File: src/verilog/rcd_consts.vh
/*
 * constants for the clock-enable power-saving sequencer: control word
 * location, field positions, reset values and timing counts.
 * assumes the core clock is the register's input clock, one tick per tCK.
 */
`ifndef RCD_CONSTS_VH
`define RCD_CONSTS_VH

// ***********************************************
// control word holding the power-saving enable
// ***********************************************
`define RCD_CW_ADDR_W 4
`define RCD_CW_DATA_W 4
`define RCD_CW_PS_ADDR 4'h9
`define RCD_CW_PS_EN_BIT 1
`define RCD_PS_EN_RST 1'b0

// ***********************************************
// timing, in input clock cycles
// ***********************************************
`define RCD_CYC_PER_TCK 1
`define RCD_PRE_RESET_QUIET_TCK 8
`define RCD_PROGRAM_ACCESS_SPACING_TCK 8
`define RCD_INPUT_BUFFER_OFF_MIN_TCK 1
`define RCD_INPUT_BUFFER_OFF_MAX_TCK 4
`define RCD_CKE_LOW_BEFORE_CLOCK_STOP_TCK 5
`define RCD_CKE_BUFFER_OFF_MIN_TCK 2
`define RCD_EXIT_MIN_TCK 1
`define RCD_EXIT_MAX_TCK 3

// ***********************************************
// derived cycle counts (counter terminal values)
// ***********************************************
// one extra registered stage follows each counter
`define RCD_INDIS_CYC (`RCD_INPUT_BUFFER_OFF_MIN_TCK * `RCD_CYC_PER_TCK)
`define RCD_CKEV_CYC (`RCD_CKE_BUFFER_OFF_MIN_TCK * `RCD_CYC_PER_TCK)
`define RCD_EXIT_CYC (`RCD_EXIT_MIN_TCK * `RCD_CYC_PER_TCK)

`endif

File: src/verilog/rcd_delay.v
/*
 * holds a terminal-count flag once a level has stood for a set number
 * of clock cycles; clears at once when the level drops.
 * assumes a synchronous active-high reset on the same clock.
 */
`timescale 1ns/1ps

module rcd_delay #(
   parameter CNT_W = 4,
   parameter [CNT_W-1:0] COUNT = 4'h2
) (
   // clock and reset
   input wire mclk,
   input wire rst,
   // level to time
   input wire run,
   // set after run stood COUNT cycles
   output reg done_r
);

   reg [CNT_W-1:0] cnt_r;

   // ***********************************************
   // counter
   // ***********************************************
   always @(posedge mclk) begin
      if (rst || !run) begin
         cnt_r <= {CNT_W{1'b0}};
         done_r <= 1'b0;
      end else begin
         if (cnt_r != COUNT)
            cnt_r <= cnt_r + {{(CNT_W-1){1'b0}}, 1'b1};
         // saturates so a long sleep never wraps back to zero
         done_r <= done_r || (cnt_r == COUNT - {{(CNT_W-1){1'b0}}, 1'b1});
      end
   end

endmodule

File: src/verilog/rcd_power_save.v
/*
 * clock-enable power-saving sequencer of a registering clock driver:
 * registers clock enables, chip selects and command lines, and walks the
 * input-buffer, output-float, clock-stop and exit sequence.
 * assumes mclk is the input clock while it toggles, that ck_stopped is
 * raised by the clock detector once both clock legs sit low (the core
 * keeps ticking on a local oscillator then), and that all inputs are
 * synchronous to mclk.
 */
// Operation
// - power saving on and both cke low: inputs off 1 to 4 cycles later.
// - command outputs float 1.5 cycles after registered cke goes low.
// - cke receivers turn off no sooner than 2 cycles after clock stop.
// - a cke rising makes static outputs valid again in 1 to 3 cycles.
`timescale 1ns/1ps
`include "rcd_consts.vh"

module rcd_power_save #(
   parameter CS_W = 2,
   parameter DATA_W = 22
) (
   // clock and core reset
   input wire mclk,
   input wire rst,
   // device reset pin and clock detector
   input wire reset_pin_n,
   input wire ck_stopped,
   // clock enables and chip selects
   input wire cke_in_zero,
   input wire cke_in_one,
   input wire [CS_W-1:0] chip_select_inputs,
   // command and address lines
   input wire [DATA_W-1:0] cmd_in,
   // control word programming
   input wire cw_wr,
   input wire [`RCD_CW_ADDR_W-1:0] cw_addr,
   input wire [`RCD_CW_DATA_W-1:0] cw_data,
   // re-driven outputs
   output reg [1:0] cke_out_copies,
   output reg [CS_W-1:0] cs_out,
   output reg [DATA_W-1:0] cmd_out,
   output reg cmd_oe,
   // power state
   output reg in_buf_en,
   output reg cke_buf_en,
   output reg static_valid,
   output reg power_save
);

   // sequencer states
   localparam [1:0] ST_RUN = 2'h0;
   localparam [1:0] ST_SLEEP = 2'h1;
   localparam [1:0] ST_WAKE = 2'h2;
   // counters are four bits wide; the counts are cut to match on purpose
   localparam integer IN_OFF_I = `RCD_INDIS_CYC;
   localparam integer CKE_OFF_I = `RCD_CKEV_CYC;
   localparam integer EXIT_I = `RCD_EXIT_CYC;
   localparam [3:0] IN_OFF_CNT = IN_OFF_I[3:0];
   localparam [3:0] CKE_OFF_CNT = CKE_OFF_I[3:0];
   localparam [3:0] EXIT_CNT = EXIT_I[3:0];

   reg power_save_enable_field_r;
   reg [1:0] state_r;
   reg [1:0] state_nxt;
   reg cke_out_low_r;
   wire cke_low;
   wire [CS_W-1:0] cs_act;
   wire one_cs;
   wire indis_done;
   wire ckev_done;
   wire exit_done;

   // ***********************************************
   // input decode
   // ***********************************************
   assign cke_low = !cke_in_zero && !cke_in_one;
   assign cs_act = ~chip_select_inputs;
   // a command passes only with exactly one chip select low
   assign one_cs = (cs_act != {CS_W{1'b0}}) &&
      ((cs_act & (cs_act - {{(CS_W-1){1'b0}}, 1'b1})) == {CS_W{1'b0}});

   // ***********************************************
   // power-saving control word
   // ***********************************************
   // each write is taken as it comes; spacing is the controller's job
   always @(posedge mclk) begin
      if (rst || !reset_pin_n)
         power_save_enable_field_r <= `RCD_PS_EN_RST;
      else if (cw_wr && cw_addr == `RCD_CW_PS_ADDR)
         power_save_enable_field_r <= cw_data[`RCD_CW_PS_EN_BIT];
   end

   // ***********************************************
   // delay counters
   // ***********************************************
   rcd_delay #(
      .CNT_W(4),
      .COUNT(IN_OFF_CNT)
   ) u_indis (
      .mclk(mclk),
      .rst(rst),
      .run(power_save_enable_field_r && cke_low && reset_pin_n),
      .done_r(indis_done)
   );

   // clock-stop is only legal after cke stood low long enough
   rcd_delay #(
      .CNT_W(4),
      .COUNT(CKE_OFF_CNT)
   ) u_ckev (
      .mclk(mclk),
      .rst(rst),
      .run(state_r == ST_SLEEP && ck_stopped && cke_low),
      .done_r(ckev_done)
   );

   rcd_delay #(
      .CNT_W(4),
      .COUNT(EXIT_CNT)
   ) u_exit (
      .mclk(mclk),
      .rst(rst),
      .run(state_r == ST_WAKE),
      .done_r(exit_done)
   );

   // ***********************************************
   // sequencer
   // ***********************************************
   always @* begin
      state_nxt = state_r;
      case (state_r)
         ST_RUN: begin
            if (indis_done)
               state_nxt = ST_SLEEP;
         end
         ST_SLEEP: begin
            if (!cke_low)
               state_nxt = ST_WAKE;
         end
         ST_WAKE: begin
            if (exit_done)
               state_nxt = ST_RUN;
         end
         default: begin
            state_nxt = ST_RUN;
         end
      endcase
      if (!reset_pin_n)
         state_nxt = ST_RUN;
   end

   always @(posedge mclk) begin
      if (rst) begin
         state_r <= ST_RUN;
         power_save <= 1'b0;
         static_valid <= 1'b0;
      end else begin
         state_r <= state_nxt;
         power_save <= (state_nxt != ST_RUN);
         // outputs are static and valid once back in run
         static_valid <= reset_pin_n &&
            (state_nxt == ST_RUN);
      end
   end

   // ***********************************************
   // buffer enables
   // ***********************************************
   always @(posedge mclk) begin
      if (rst) begin
         in_buf_en <= 1'b1;
         cke_buf_en <= 1'b1;
      end else begin
         // counter plus this stage lands inside the 1..4 cycle window
         in_buf_en <= !(state_nxt == ST_SLEEP);
         // counter plus this stage gives three cycles, never under two
         cke_buf_en <= !ckev_done;
      end
   end

   // ***********************************************
   // re-driven registers
   // ***********************************************
   // device reset pin forces the quiet state the controller also holds
   always @(posedge mclk) begin
      if (rst || !reset_pin_n) begin
         cke_out_copies <= 2'h0;
         cs_out <= {CS_W{1'b1}};
         cmd_out <= {DATA_W{1'b0}};
      end else begin
         // cke copies bypass the input-buffer gate in sleep so the exit is seen
         cke_out_copies <= {cke_in_one, cke_in_zero};
         if (in_buf_en) begin
            cs_out <= chip_select_inputs;
            if (one_cs)
               cmd_out <= cmd_in;
         end else begin
            // inputs off: hold command lines, deselect everything
            cs_out <= {CS_W{1'b1}};
         end
      end
   end

   // ***********************************************
   // output float, half-cycle placement
   // ***********************************************
   always @(posedge mclk) begin
      if (rst)
         cke_out_low_r <= 1'b0;
      else
         cke_out_low_r <= power_save_enable_field_r && reset_pin_n &&
            (cke_out_copies == 2'h0);
   end

   // falling edge after a full cycle of low cke gives exactly 1.5
   always @(negedge mclk) begin
      if (rst)
         cmd_oe <= 1'b1;
      else
         cmd_oe <= !cke_out_low_r;
   end

endmodule
File: config.mk
export PLATFORM = sky130hd
export DESIGN_NAME = rcd_power_save
export DESIGN_NICKNAME = d
export VERILOG_FILES = /design/src/verilog/rcd_delay.v /design/src/verilog/rcd_power_save.v
export VERILOG_INCLUDE_DIRS = /design/src /design/src/verilog
export SDC_FILE = /design/constraint.sdc
export NUM_CORES = 1
export LEC_CHECK = 0
export BUFFER_PORTS_ARGS = -buffer_cell sky130_fd_sc_hd__buf_2
export CAP_MARGIN = 20
export CORE_ASPECT_RATIO = 1.1
export CORE_MARGIN = 2
export CORE_UTILIZATION = 25
export CTS_CLUSTER_SIZE = 20
export DETAILED_ROUTE_END_ITERATION = 12
export GPL_ROUTABILITY_DRIVEN = 0
export GPL_TIMING_DRIVEN = 0
export PLACE_DENSITY = 0.47
export SYNTH_ARGS = -nofsm -noshare
export SYNTH_HDL_FRONTEND = slang
export SYNTH_SLANG_ARGS = --single-unit
File: constraint.sdc
create_clock -name mclk -period 1.7 [get_ports mclk]
set_input_delay 0.085 -clock mclk [delete_from_list [all_inputs] [get_ports mclk]]
set_output_delay 0.085 -clock mclk [all_outputs]
set_load 0.01 [all_outputs]
# [Word level (Yosys, flattened, before mapping)]
# Index checks and enable logic that the tools add are counted.
[op_classes] n_bitwise=3 addsub=4 n_eq_ne=8 n_mux=5 n_reduce_logical=36
[ops] op="$add 4x1->4 const B" n=3
[ops] op="$logic_and 1x1->1" n=10
[ops] op="$logic_not 1->1" n=9
[ops] op="$logic_not 2->1" n=4
[ops] op="$logic_not 4->1" n=2
[ops] op="$mux 2" n=4
[ops] op="$ne 4x1->1 const B" n=2
[ops] op="$logic_or 1x1->1" n=7
[ops] op="$pmux 2 s3" n=1
[ops] op="$eq 2x1->1 const B" n=2
[ops] op="$eq 4x1->1 const B" n=1
[ops] op="$eq 4x4->1 const B" n=1
[ops] op="$ne 4x2->1 const B" n=1
[ops] op="$reduce_bool 2->1" n=2
[ops] op="$and 2x2->2" n=1
[ops] op="$eq 2x2->1 const B" n=1
[ops] op="$not 2->2" n=1
[ops] op="$reduce_and 2->1" n=1
[ops] op="$reduce_or 2->1" n=1
[ops] op="$sub 2x1->2 const B" n=1
[ops] op="$not 1->1" n=1
[word_totals] wordCells=73 in_bits=39 out_inout_bits=31 reg_bits=50

# [Longest topological paths before layout]
[logic_depth] word_depth=7 mapped_depth=5 ltp_nobuf=5

# [By module]
# From an unflattened synthesis, not the netlist that was laid out.
[unflattened] cells_unflattened=223 area_unflattened_um2=2058.2
[by_module_without_submodules] mod="rcd_power_save" area_each_um2=1321.3 cells_each=145 instances=1 seq_area_each_um2=700.7
[by_module_without_submodules] mod="rcd_delay (u_exit ...)" area_each_um2=245.2 cells_each=26 instances=2 seq_area_each_um2=100.1
[by_module_without_submodules] mod="rcd_delay (u_ckev)" area_each_um2=246.5 cells_each=26 instances=1 seq_area_each_um2=100.1

==> reports/qor.yml <==
clocking:
  cts_root_buf: "clkbuf_8"
  clkSinkCount: 50
  clock_latency_ps: 340
  clk_pin_slew_ps: 90
  numCtsBuffers: 5
  cts_tree: "done"
  cts_setup_buffers: 0
  h-tree-depth: 2
  cts.path.max_buffers: 2
detailed_routing:
  wire_per_inst_microns: 11.7
  drt-total-wl_microns: 4700
  vias: 1759
  first_pass_iters: 4
  ant_nets: 0
  drc: 0
  viasPerCell: 4.36
  drtIter0Drc: 38
global_routing:
  track_usage_pct: 10.6
  grt_first_pass_wirelength_microns: 7760
  grt_pass1_vias: 1648
  grt_max_degree: 15
  grt_antenna_before_repair: 0
  grt_overflow: 0
die:
  dieArea_sq_um: 8840
  start_util_pct: 25.8
  num_rows: 34
  die_h_microns: 98.4
  die_x_microns: 89.9
  ios: 70
  fp.coreArea_sq_um: 7870
run:
  maxCapViolCount: 0
sta:
  slew_headroom_pct: 69.7
  slew_viol_final: 0
  finalHoldViolations: 0
  fin_skew_ps: 55.1
  worst_slew_pin_slew_ps: 455
  setup_tns_ps: 0
  finalSetupViolations: 0
  grt_setup_unrepaired: "yes"
yosys:
  ys_seq_elements: 50
  syn_inst: 220
  yosysTopAreaCellShare_pct: 49.4
  syn-cell-area_sq_um: 2030
  ys_top_cells_by_area: "dfxtp_1 49%, a21oi_1 7.4%, nand3_1 6.4%"
  async_flop_share_pct: 0
  postSynthAreaPerCell_sq_um: 9.21
  yosysWarnings: 0
  synth_ff_type: "dfxtp_1"
  yosysSeqAreaShare_pct: 49.4
  yosys.area.top_type: "dfxtp_1"
  synth_cell_types: 34
  synth_edf_count: 0
  syn_nets: 268
layout:
  final_core_util_pct: 33.2
  final_nets: 342
  diodes: 0
  area_growth_pct: 29.1
  n_fill_cell: 838
  drive_above_1_share_pct: 28.5
  final_cells: 403
placement:
  io_buffers: 66
  place_inst: 394
  hpwl_microns: 3400
critical_path:
  critPathCaptureType: "output port"
  rrSetupSlack_ps: 370
  worstReg2RegStart: "u_ckev.cnt_r[0]"
  crit_path_end: "cmd_oe"
  start_kind: "register"
  cp_num_buf_inv: 1
  crit_start: "cmd_oe"
  r2r_end: "u_ckev.cnt_r[1]"
  cp_top_family: "flip-flops"
  arrival_ps: 1610
  slowest_stage: "dfxtp_2"
  reg2reg_depth: 4
  required_ps: 1620
  crit_chain: "buf_6"
  crit_cells: 1
  critPathKind: "reg2out"
  critPathMaxFanout: 1
  max_stage_delay_ps: 310
outcome:
  status: "finished clean"
power_and_ir_drop:
  p_total_mw: 2.23
  vdd_ir_drop_max_mv: 0.278
  p_leak_nw: 1.08
  power_density_nw_per_um2: 853
worst_hold_path:
  worstHoldPathType: "in2reg"
metal layers:
layer  routed length (microns)  up-vias  track usage (%)
met5                         0        -                0
met4                        32        0             3.20
met3                       317        2             3.75
met2                      2010       56             15.9
met1                      2350      799             14.6
li1                          -      902                -
sequential cells by signal, indices dropped and copies added, names as in the netlist, 2 cells and up:
| register | count |
|---|---|
| cke_out_copies | 2 |
| state_r | 2 |
| u_indis.cnt_r | 4 |
| u_exit.cnt_r | 4 |
| cs_out | 2 |
| cmd_out | 22 |
| u_ckev.cnt_r | 4 |
power breakdown:
part / switching, mW / internal (mW) / leakage [nW] / total (mW)
clock: 0.385 / 0.444 / 0.0578 / 0.829
sequential: 0.0100 / 1.20 / 0.405 / 1.21
combinational: 0.106 / 0.0910 / 0.621 / 0.197
total: 0.502 / 1.73 / 1.08 / 2.23
synthesized netlist by cell type (3+ instances only):
master,instances
o21ai_0,24
xnor2_1,4
nand3b_1,3
mux2i_1,3
dfxtp_1,50
xor2_1,3
inv_1,8
or3_1,3
nand2b_1,9
nand3_1,26
ha_1,9
a21oi_1,30
nor2_1,17
stage by stage:
stage	cell area (sq um)	hold slack (ps)	setup slack, ps
2_1_floorplan	2030	186	410
3_3_place_gp	2490	288	344
3_5_place_dp	2490	292	341
4_1_cts	2610	8.10	-13.0
5_1_grt	2620	11.2	-25.4
6_report	2620	21.2	6.53
worst min path at each step:
stage                      from                         to  slack (ps)  cells after the start
floorplan            cw_addr[1]  power_save_enable_field_r         190                      1
detailed placement   cw_addr[1]  power_save_enable_field_r         290                      2
finish              cke_in_zero          cke_out_copies[0]          20                      2
global route         cw_data[1]  power_save_enable_field_r          10                      3
CTS                  cke_in_one          cke_out_copies[1]           8                      2
global placement     cw_addr[1]  power_save_enable_field_r         290                      2
final cells by class:
cell class	count	area (sq um)	share of cell area, %
Sequential cell	50	1000	38.3
Multi-Input combinational cell	151	915	35.0
Timing Repair Buffer	67	347	13.2
Tap cell	108	135	5.17
Buffer	11	81.3	3.11
Clock buffer	7	76.3	2.92
Clock inverter	2	33.8	1.29
Inverter	7	26.3	1.00
cells by family after synthesis:
group | share of synthesized area (%)
AND/OR/NAND/NOR | 19.8
AO/OA/AOI/OAI | 14.4
flip-flops | 49.4
buffers and inverters | 5.49
adder cells (fa/ha/maj) | 5.56
XOR/XNOR | 3.83
multiplexers | 1.48
layout by cell type (no fill, tap or decap), drive strengths merged, types with 8 or more instances in the layout:
master and n:
a21oi 30, buf 71, clkbuf 13, dfxtp 50, ha 9, inv 8
nand2b 9, nand3 26, nor2 17, o21ai 24
timing repair:
item	in CTS	in global routing
endpoints found under the setup margin	1	1
pin swaps	0	0
gates cloned	0	0
hold buffers	1	0
gates resized for setup	0	2
hold endpoints to repair	1	0
No activity file was read; power rests on OpenSTA's default activity.
